### src/shared/eifm_pkg.sv
package eifm_pkg;

  // ----------------------------------------------------------------------
  // Bus geometry
  // ----------------------------------------------------------------------
  localparam int unsigned ADDR_W = 18;
  localparam int unsigned DATA_W = 32;
  localparam int unsigned IDX_W = 16;

  // ----------------------------------------------------------------------
  // Register indices (byte address is four times the index)
  // ----------------------------------------------------------------------
  localparam logic [IDX_W-1:0] IDX_TIMER_COMPARE_IRQ_ENABLE = 16'h742C;
  localparam logic [IDX_W-1:0] IDX_TIMER23_IRQ_ENABLE = 16'h742D;
  localparam logic [IDX_W-1:0] IDX_CAPTURE_IRQ_ENABLE = 16'h742E;
  localparam logic [IDX_W-1:0] IDX_CAPTURE_IRQ_PENDING = 16'h7431;
  localparam logic [IDX_W-1:0] IDX_VECTOR_A = 16'h7432;
  localparam logic [IDX_W-1:0] IDX_VECTOR_B = 16'h7433;
  localparam logic [IDX_W-1:0] IDX_VECTOR_C = 16'h7434;

  // ----------------------------------------------------------------------
  // Field widths and reset values
  // ----------------------------------------------------------------------
  localparam int unsigned GRP_A_W = 11;
  localparam int unsigned GRP_B_W = 8;
  localparam int unsigned GRP_C_W = 4;
  localparam int unsigned VEC_W = 6;
  localparam logic [GRP_A_W-1:0] RST_MASK_A = 11'h000;
  localparam logic [GRP_B_W-1:0] RST_MASK_B = 8'h00;
  localparam logic [GRP_C_W-1:0] RST_MASK_C = 4'h0;
  localparam logic [GRP_C_W-1:0] RST_PEND_C = 4'h0;
  localparam logic [VEC_W-1:0] VEC_NONE = 6'h00;
  localparam logic [DATA_W-1:0] RST_RDATA = 32'h0000_0000;

  // ----------------------------------------------------------------------
  // Interrupt request outputs
  // ----------------------------------------------------------------------
  typedef struct packed {
    logic any;
    logic grp_c;
    logic grp_b;
    logic grp_a;
  } eifm_irq_s;

  localparam eifm_irq_s RST_IRQ = '{any: 1'b0, grp_c: 1'b0, grp_b: 1'b0, grp_a: 1'b0};

endpackage

### src/verilog/eifm_top.sv
// Register access over APB was left to the implementer.
`timescale 1ns/1ns
`default_nettype none

module eifm_top
(
  // Clock and reset
  input wire logic clk_i,
  input wire logic rst_b_i,

  // APB slave
  input wire logic psel_i,
  input wire logic penable_i,
  input wire logic pwrite_i,
  input wire logic [eifm_pkg::ADDR_W-1:0] paddr_i,
  input wire logic [eifm_pkg::DATA_W-1:0] pwdata_i,
  output logic [eifm_pkg::DATA_W-1:0] prdata_o,
  output logic pready_o,
  output logic pslverr_o,

  // Capture unit events, one-cycle pulses, bit 0 is unit 1
  input wire logic [eifm_pkg::GRP_C_W-1:0] capture_unit_event_i,

  // Flags of the timer groups, held by their own flag registers
  input wire logic [eifm_pkg::GRP_A_W-1:0] timer_compare_flag_i,
  input wire logic [eifm_pkg::GRP_B_W-1:0] timer23_flag_i,

  // Mask values toward the timer flag logic
  output logic [eifm_pkg::GRP_A_W-1:0] timer_compare_irq_enable_o,
  output logic [eifm_pkg::GRP_B_W-1:0] timer23_irq_enable_o,

  // Interrupt requests toward the core
  output eifm_pkg::eifm_irq_s irq_o
);

  // ----------------------------------------------------------------------
  // Priority encoder for the vector registers
  // ----------------------------------------------------------------------
  // The lowest set bit wins and its id is its position plus one.
  // Ids fit in six bits because no group has more than sixteen flags.
  function automatic logic [eifm_pkg::VEC_W-1:0] eifm_vector(input logic [15:0] active);
    logic [eifm_pkg::VEC_W-1:0] id;
    id = eifm_pkg::VEC_NONE;
    for (int i = 15; i >= 0; i--)
    begin
      if (active[i])
      begin
        id = eifm_pkg::VEC_W'(i + 1);
      end
    end
    return id;
  endfunction

  // ----------------------------------------------------------------------
  // Declarations
  // ----------------------------------------------------------------------
  // Registers end in _r and their next values in _nxt; the rest is combinational.
  logic [eifm_pkg::GRP_A_W-1:0] mask_a_r;
  logic [eifm_pkg::GRP_A_W-1:0] mask_a_nxt;
  logic [eifm_pkg::GRP_B_W-1:0] mask_b_r;
  logic [eifm_pkg::GRP_B_W-1:0] mask_b_nxt;
  logic [eifm_pkg::GRP_C_W-1:0] mask_c_r;
  logic [eifm_pkg::GRP_C_W-1:0] mask_c_nxt;
  logic [eifm_pkg::GRP_C_W-1:0] pend_c_r;
  logic [eifm_pkg::GRP_C_W-1:0] pend_c_nxt;
  logic [eifm_pkg::GRP_C_W-1:0] clear_c;
  logic [eifm_pkg::DATA_W-1:0] prdata_r;
  logic [eifm_pkg::DATA_W-1:0] prdata_nxt;
  logic pready_r;
  logic pready_nxt;
  logic pslverr_r;
  logic pslverr_nxt;
  eifm_pkg::eifm_irq_s irq_r;
  eifm_pkg::eifm_irq_s irq_nxt;
  logic [eifm_pkg::IDX_W-1:0] idx;
  logic setup_phase;
  logic wr_commit;
  logic [eifm_pkg::GRP_A_W-1:0] active_a;
  logic [eifm_pkg::GRP_B_W-1:0] active_b;
  logic [eifm_pkg::GRP_C_W-1:0] active_c;
  logic sel_mask_a;
  logic sel_mask_b;
  logic sel_mask_c;
  logic sel_pend_c;
  logic wr_pend_c;
  logic req_a;
  logic req_b;
  logic req_c;
  logic req_any;
  logic [eifm_pkg::DATA_W-1:0] rd_mask_a;
  logic [eifm_pkg::DATA_W-1:0] rd_mask_b;
  logic [eifm_pkg::DATA_W-1:0] rd_mask_c;
  logic [eifm_pkg::DATA_W-1:0] rd_pend_c;
  logic [eifm_pkg::DATA_W-1:0] rd_vec_a;
  logic [eifm_pkg::DATA_W-1:0] rd_vec_b;
  logic [eifm_pkg::DATA_W-1:0] rd_vec_c;

  // A write takes effect only in the access cycle in which ready is high,
  // so a setup cycle on its own never changes a register.
  assign idx = paddr_i[eifm_pkg::ADDR_W-1:2];
  assign setup_phase = psel_i & ~penable_i;
  assign wr_commit = psel_i & penable_i & pready_r & pwrite_i;

  // Active bits are flags that are both set and enabled; they feed the
  // vectors and the requests alike.
  assign active_a = timer_compare_flag_i & mask_a_r;
  assign active_b = timer23_flag_i & mask_b_r;
  assign active_c = pend_c_r & mask_c_r;

  // ----------------------------------------------------------------------
  // Register decode
  // ----------------------------------------------------------------------
  // The two low address bits are ignored, so each register answers on one
  // whole aligned word and byte lanes play no part.
  assign sel_mask_a = (idx == eifm_pkg::IDX_TIMER_COMPARE_IRQ_ENABLE);
  assign sel_mask_b = (idx == eifm_pkg::IDX_TIMER23_IRQ_ENABLE);
  assign sel_mask_c = (idx == eifm_pkg::IDX_CAPTURE_IRQ_ENABLE);
  assign sel_pend_c = (idx == eifm_pkg::IDX_CAPTURE_IRQ_PENDING);
  assign wr_pend_c = wr_commit & sel_pend_c;

  // ----------------------------------------------------------------------
  // Read values
  // ----------------------------------------------------------------------
  // Each word is zero-extended, so reserved upper bits always read as zero.
  // The vectors follow the live flags and masks; reading one never clears
  // a flag, software clears it through the pending or timer flag register.
  assign rd_mask_a = 32'(mask_a_r);
  assign rd_mask_b = 32'(mask_b_r);
  assign rd_mask_c = 32'(mask_c_r);
  assign rd_pend_c = 32'(pend_c_r);
  assign rd_vec_a = 32'(eifm_vector(16'(active_a)));
  assign rd_vec_b = 32'(eifm_vector(16'(active_b)));
  assign rd_vec_c = 32'(eifm_vector(16'(active_c)));

  // ----------------------------------------------------------------------
  // APB answer: read data and status are prepared in the setup cycle
  // ----------------------------------------------------------------------
  // Preparing the answer one cycle early keeps every bus output on a
  // flip-flop while still giving a zero-wait access phase.
  always_comb
  begin
    prdata_nxt = eifm_pkg::RST_RDATA;
    pslverr_nxt = 1'b0;
    pready_nxt = 1'b0;
    // Outside a setup cycle the answer returns to idle, so ready, error and
    // data stand for exactly one access cycle.
    if (setup_phase)
    begin
      pready_nxt = 1'b1;
      unique case (idx)
        eifm_pkg::IDX_TIMER_COMPARE_IRQ_ENABLE:
        begin
          prdata_nxt = rd_mask_a;
        end
        eifm_pkg::IDX_TIMER23_IRQ_ENABLE:
        begin
          prdata_nxt = rd_mask_b;
        end
        eifm_pkg::IDX_CAPTURE_IRQ_ENABLE:
        begin
          prdata_nxt = rd_mask_c;
        end
        eifm_pkg::IDX_CAPTURE_IRQ_PENDING:
        begin
          prdata_nxt = rd_pend_c;
        end
        eifm_pkg::IDX_VECTOR_A:
        begin
          prdata_nxt = rd_vec_a;
        end
        eifm_pkg::IDX_VECTOR_B:
        begin
          prdata_nxt = rd_vec_b;
        end
        eifm_pkg::IDX_VECTOR_C:
        begin
          prdata_nxt = rd_vec_c;
        end
        default:
        begin
          // An unmapped index answers with an error and zero data; a write
          // there changes nothing.
          pslverr_nxt = 1'b1;
        end
      endcase
    end
  end

  always_ff @(posedge clk_i or negedge rst_b_i)
  begin
    if (!rst_b_i)
    begin
      // Reset leaves the bus idle: no ready, no error and zero data.
      prdata_r <= eifm_pkg::RST_RDATA;
      pready_r <= 1'b0;
      pslverr_r <= 1'b0;
    end
    else
    begin
      prdata_r <= prdata_nxt;
      pready_r <= pready_nxt;
      pslverr_r <= pslverr_nxt;
    end
  end

  // ----------------------------------------------------------------------
  // Mask registers
  // ----------------------------------------------------------------------
  // Three independent masks, each aligned with its flag group.
  // Data bits above each mask are dropped, which is what keeps the
  // reserved fields reading zero.
  always_comb
  begin
    mask_a_nxt = mask_a_r;
    mask_b_nxt = mask_b_r;
    mask_c_nxt = mask_c_r;
    // Writes to the vector words fall through all three tests and change
    // nothing, so the vectors stay read-only without an error.
    if (wr_commit)
    begin
      if (sel_mask_a)
      begin
        mask_a_nxt = pwdata_i[eifm_pkg::GRP_A_W-1:0];
      end
      if (sel_mask_b)
      begin
        mask_b_nxt = pwdata_i[eifm_pkg::GRP_B_W-1:0];
      end
      if (sel_mask_c)
      begin
        mask_c_nxt = pwdata_i[eifm_pkg::GRP_C_W-1:0];
      end
    end
  end

  always_ff @(posedge clk_i or negedge rst_b_i)
  begin
    if (!rst_b_i)
    begin
      // Every enable starts cleared, so no source can interrupt before
      // software has set it up.
      mask_a_r <= eifm_pkg::RST_MASK_A;
      mask_b_r <= eifm_pkg::RST_MASK_B;
      mask_c_r <= eifm_pkg::RST_MASK_C;
    end
    else
    begin
      mask_a_r <= mask_a_nxt;
      mask_b_r <= mask_b_nxt;
      mask_c_r <= mask_c_nxt;
    end
  end

  // ----------------------------------------------------------------------
  // Capture pending flags
  // ----------------------------------------------------------------------
  // Only the low bits of the write data can clear; upper data bits are
  // dropped, so writes to the reserved field have no effect.
  assign clear_c = wr_pend_c ? pwdata_i[eifm_pkg::GRP_C_W-1:0] : eifm_pkg::RST_PEND_C;

  // An event in the same cycle as its clear keeps the flag set.
  // One flag per capture unit; bit 0 belongs to unit 1.
  genvar g;
  generate
    for (g = 0; g < eifm_pkg::GRP_C_W; g++)
    begin : g_capture_flag
      always_comb
      begin
        pend_c_nxt[g] = (pend_c_r[g] & ~clear_c[g]) | capture_unit_event_i[g];
      end
    end
  endgenerate

  always_ff @(posedge clk_i or negedge rst_b_i)
  begin
    if (!rst_b_i)
    begin
      // Flags come up cleared; an event during reset itself is lost.
      pend_c_r <= eifm_pkg::RST_PEND_C;
    end
    else
    begin
      pend_c_r <= pend_c_nxt;
    end
  end

  // ----------------------------------------------------------------------
  // Interrupt requests
  // ----------------------------------------------------------------------
  // A group asks for service while any of its flags is set and enabled; the
  // timer groups take their flags from outside, the capture group from here.
  assign req_a = |active_a;
  assign req_b = |active_b;
  assign req_c = |active_c;
  assign req_any = req_a | req_b | req_c;

  always_comb
  begin
    irq_nxt.grp_a = req_a;
    irq_nxt.grp_b = req_b;
    irq_nxt.grp_c = req_c;
    irq_nxt.any = req_any;
  end

  always_ff @(posedge clk_i or negedge rst_b_i)
  begin
    if (!rst_b_i)
    begin
      // Registering the requests costs one cycle of latency but keeps the
      // core from seeing decode glitches.
      irq_r <= eifm_pkg::RST_IRQ;
    end
    else
    begin
      irq_r <= irq_nxt;
    end
  end

  // ----------------------------------------------------------------------
  // Outputs
  // ----------------------------------------------------------------------
  assign prdata_o = prdata_r;
  assign pready_o = pready_r;
  assign pslverr_o = pslverr_r;
  // The timer flag logic outside sees the stored masks, never a write that
  // is still in flight.
  assign timer_compare_irq_enable_o = mask_a_r;
  assign timer23_irq_enable_o = mask_b_r;
  assign irq_o = irq_r;

endmodule

`default_nettype wire

### config.mk
export PLATFORM = sky130hd
export DESIGN_NAME = eifm_top
export DESIGN_NICKNAME = d
export VERILOG_FILES = /design/src/shared/eifm_pkg.sv /design/src/verilog/eifm_top.sv
export SDC_FILE = /design/constraint.sdc
export NUM_CORES = 1
export LEC_CHECK = 0
export BUFFER_PORTS_ARGS = -buffer_cell sky130_fd_sc_hd__buf_2
export CAP_MARGIN = 20
export CORE_MARGIN = 2
export CORE_UTILIZATION = 40
export DETAILED_ROUTE_END_ITERATION = 12
export MAX_ROUTING_LAYER = met4
export PLACE_DENSITY_LB_ADDON = 0.25
export SLEW_MARGIN = 20
export SYNTH_ARGS = -nofsm -noshare
export SYNTH_HDL_FRONTEND = slang
export SYNTH_SLANG_ARGS = --single-unit
export TNS_END_PERCENT = 10
### constraint.sdc
create_clock -name clk_i -period 1.5 [get_ports clk_i]
set_input_delay 0.075 -clock clk_i [delete_from_list [all_inputs] [get_ports clk_i]]
set_output_delay 0.075 -clock clk_i [all_outputs]
set_load 0.005 [all_outputs]
==> impl_metrics.csv <==
group,metric,value,unit
outcome,status,"finished, violations left",
outcome,violations,"setup timing",
timing,drv_slew,0,
final_layout,fill_cells,516,
timing,hold-worst-slack,0.00875,ns
power,p_total,2.30,mW
clocking,ctsHtreeMaxLevel,2,
clocking,clock_sinks,44,
timing,worst-slew-pin-transition,0.513,ns
final_layout,final_layout_size_suffix_gt1_share,50.0,%
yosys,synthArstFlopShare,100,%
critical_path,critPathLaunchType,"flip-flop",
yosys,synth_top_family_by_area,"simple AND/OR/NAND/NOR gates",
timing,max_freq,0.597,GHz
final_layout,finalNetCount,451,
floorplan,die_w,81.4,um
clocking,clk_pin_slew_worst_paths,0.08,ns
yosys,yosysTopAreaCell,"dfrtp_1",
min_path,hp-class,"primary input to flip-flop",
routing,drtAntennaViolNets,0,
floorplan,fp.coreArea,0.00585,mm^2
yosys,yosysWarnings,0,
yosys,syn_area,0.00239,mm^2
floorplan,rows,28,
global_route,grt_first_pass_wirelength,11.4,mm
yosys,muxShareOfSynthArea,12.4,%
yosys,synth_xor_area_share,0,%
critical_path,arrival,1.85,ns
timing,clock_skew,0.00668,ns
global_route,grt_use_total,23.8,%
yosys,yosysSeqAreaShare,46.0,%
clocking,cts_tree,"built",
place,port_buffers,90,
timing,finalCritPeriodShare,112,%
timing,maxSlewHeadroom,65.8,%
yosys,synth_fa_ha_area_share,0,%
routing,viasPerCell,5.21,
clocking,cts_made_buffers,5,
power,p_leak,1.83,nW
yosys,synth_compound_area_share,15.4,%
clocking,clk_latency,0.29,ns
yosys,synthSimpleGateAreaFrac,18.6,%
yosys,ys_seq_elements,44,
floorplan,initial_core_util,40.9,%
routing,vias,2341,
timing,fin_setup_tns,-0.485,ns
routing,post_drt_wl_per_cell,16.1,um
final_layout,num_antenna_cells,0,
global_route,antenna_found_initial,0,
flow_run,cap_violations,0,
timing,hold_viol_final,0,
final_layout,utilization,59.1,%
yosys,ys_top_cells_by_area,"dfrtp_1 46%, buf_4 6.6%, mux2_4 6.3%",
yosys,synth_cell_types,45,
timing,worst_slack,-0.176,ns
floorplan,die_h,81.4,um
place,dpl.hpwl,5.83,mm
critical_path,critPathKind,"flip-flop to flip-flop",
yosys,synth_edf_count,0,
place,dpl-instance-area,0.00323,mm^2
routing,drt_pre_antenna_iters,5,
floorplan,io-pin-count,135,
global_route,grt_max_degree,25,
power,power_density,665,mW/mm^2
routing,drc,0,
global_route,grt_overflow,0,
clocking,clockRootBuffer,"clkbuf_8",
routing,wl,7.22,mm
yosys,synth_top_flop_cell,"dfrtp_1",
floorplan,die_area,0.00662,mm^2
timing,fin_crit,1.68,ns
yosys,synth.avg_cell_area,10.8,um^2
routing,drt_iter0_drc,112,
power,vdd.ir_drop.worst,461,uV
critical_path,end_kind,"flip-flop",
global_route,grt_pass1_vias,2314,
yosys,synthCells,222,
timing,rsz0062_at_grt,"true",
final_layout,design_area,0.00346,mm^2
yosys,synth_top_area_share,46.0,%
critical_path,cp.required,1.68,ns
yosys,ys_top_cells_by_count,"44 x dfrtp_1, 30 x nand2_1, 21 x buf_4",
timing,final-setup-viol-count,14,
place,gp_congestion,0.897,
final_layout,area_delta_synth_final,44.5,%
clocking,clk_path_buf_depth,2,
yosys,yosysMostFrequentCell,"dfrtp_1",
critical_path,path_max_fanout,2,
==> flip-flops by register name, indices dropped and copies added (netlist names) <==
| register | cells |
|---|---|
| prdata_o | 11 |
| timer_compare_irq_enable_o | 11 |
| timer23_irq_enable_o | 8 |
| irq_o | 4 |
| mask_c_r | 4 |
| pend_c_r | 4 |
| pready_o | 1 |
| pslverr_o | 1 |
==> layout make-up <==
cell class / instances / area [um^2] / area share, %
Clock inverter: 2 / 35.0 / 1.01
Inverter: 1 / 3.75 / 0.108
Tap cell: 75 / 93.8 / 2.71
Clock buffer: 6 / 72.6 / 2.10
Timing Repair Buffer: 148 / 917 / 26.5
Sequential cell: 44 / 1100 / 31.8
Multi-Input combinational cell: 173 / 1240 / 35.7
==> critical path, stage by stage, from the launching register on <==
cell	delay (ns)
dfrtp_1	0.40
a222oi_1	0.42
and3_1	0.27
nand3_2	0.10
or3_1	0.36
==> power breakdown <==
| part | switching, mW | internal [mW] | total, mW |
|---|---|---|---|
| combinational | 0.115 | 0.0963 | 0.211 |
| sequential | 0.00117 | 1.19 | 1.19 |
| clock | 0.406 | 0.495 | 0.900 |
==> routing by layer <==
| metal | global-route usage [%] | up-vias | wire length (um) |
|---|---|---|---|
| met2 | 41.7 | 92 | 3660 |
| met1 | 28.1 | 1136 | 2900 |
| met4 | 6.78 | 0 | 102 |
| met5 | - | - | 0 |
| met3 | 3.89 | 11 | 555 |
| li1 | - | 1102 | - |
==> cells in the final DEF (no fill, tap or decap), drive strengths merged, types with 5 or more instances in the layout <==
master,synthesis,final
dlygate4sd3,0,6
dfrtp,44,44
a222oi,5,5
clkbuf,1,6
conb,1,21
a21o,5,5
a22oi,12,12
mux2,23,23
nand4,7,7
buf,23,142
nand2,30,30
nor2,11,11
nand3,6,6
a31oi,5,5
==> path summary, 6_finish.rpt <==
check / startpoint / end / slack, ns / depth (start not counted)
max in group asynchronous: rst_b_i / timer23_irq_enable_o[3]$_DFFE_PN0P_ / 0.72 / 3
min in group asynchronous: rst_b_i / prdata_o[9]$_DFF_PN0_ / 0.28 / 2
min: pwdata_i[10] / timer_compare_irq_enable_o[10]$_DFFE_PN0P_ / 0.009 / 2
min reg2reg: timer23_irq_enable_o[7]$_DFFE_PN0P_ / timer23_irq_enable_o[7]$_DFFE_PN0P_ / 0.59 / 1
max reg2reg: timer_compare_irq_enable_o[2]$_DFFE_PN0P_ / irq_o[3]$_DFF_PN0_ / -0.18 / 4
max: timer_compare_irq_enable_o[2]$_DFFE_PN0P_ / irq_o[3]$_DFF_PN0_ / -0.18 / 4
==> repair_timing <==
action                                  4_1_cts  5_1_grt
setup buffers                                 0        1
resized for setup                             6        4
pin swaps                                     7        2
hold endpoints to repair                     25        0
endpoints found under the setup margin       16       28
hold buffers                                  6        0
==> cell families (layout without fill, tap and decap cells) <==
kind of cell	count (synthesis)	in the layout
other	1	21
flip-flops	44	44
multiplexers	23	23
AND/OR/NAND/NOR	80	80
AO/OA/AOI/OAI	49	49
buffers and inverters	25	157
==> metrics by stage <==
step                setup WS [ns]  cells
floorplan                 -0.0820    242
global placement           -0.189    434
detailed placement         -0.228    434
CTS                        -0.162    448
global route               -0.236    449
finish                     -0.176    449
No activity file was read; power rests on OpenSTA's default activity.
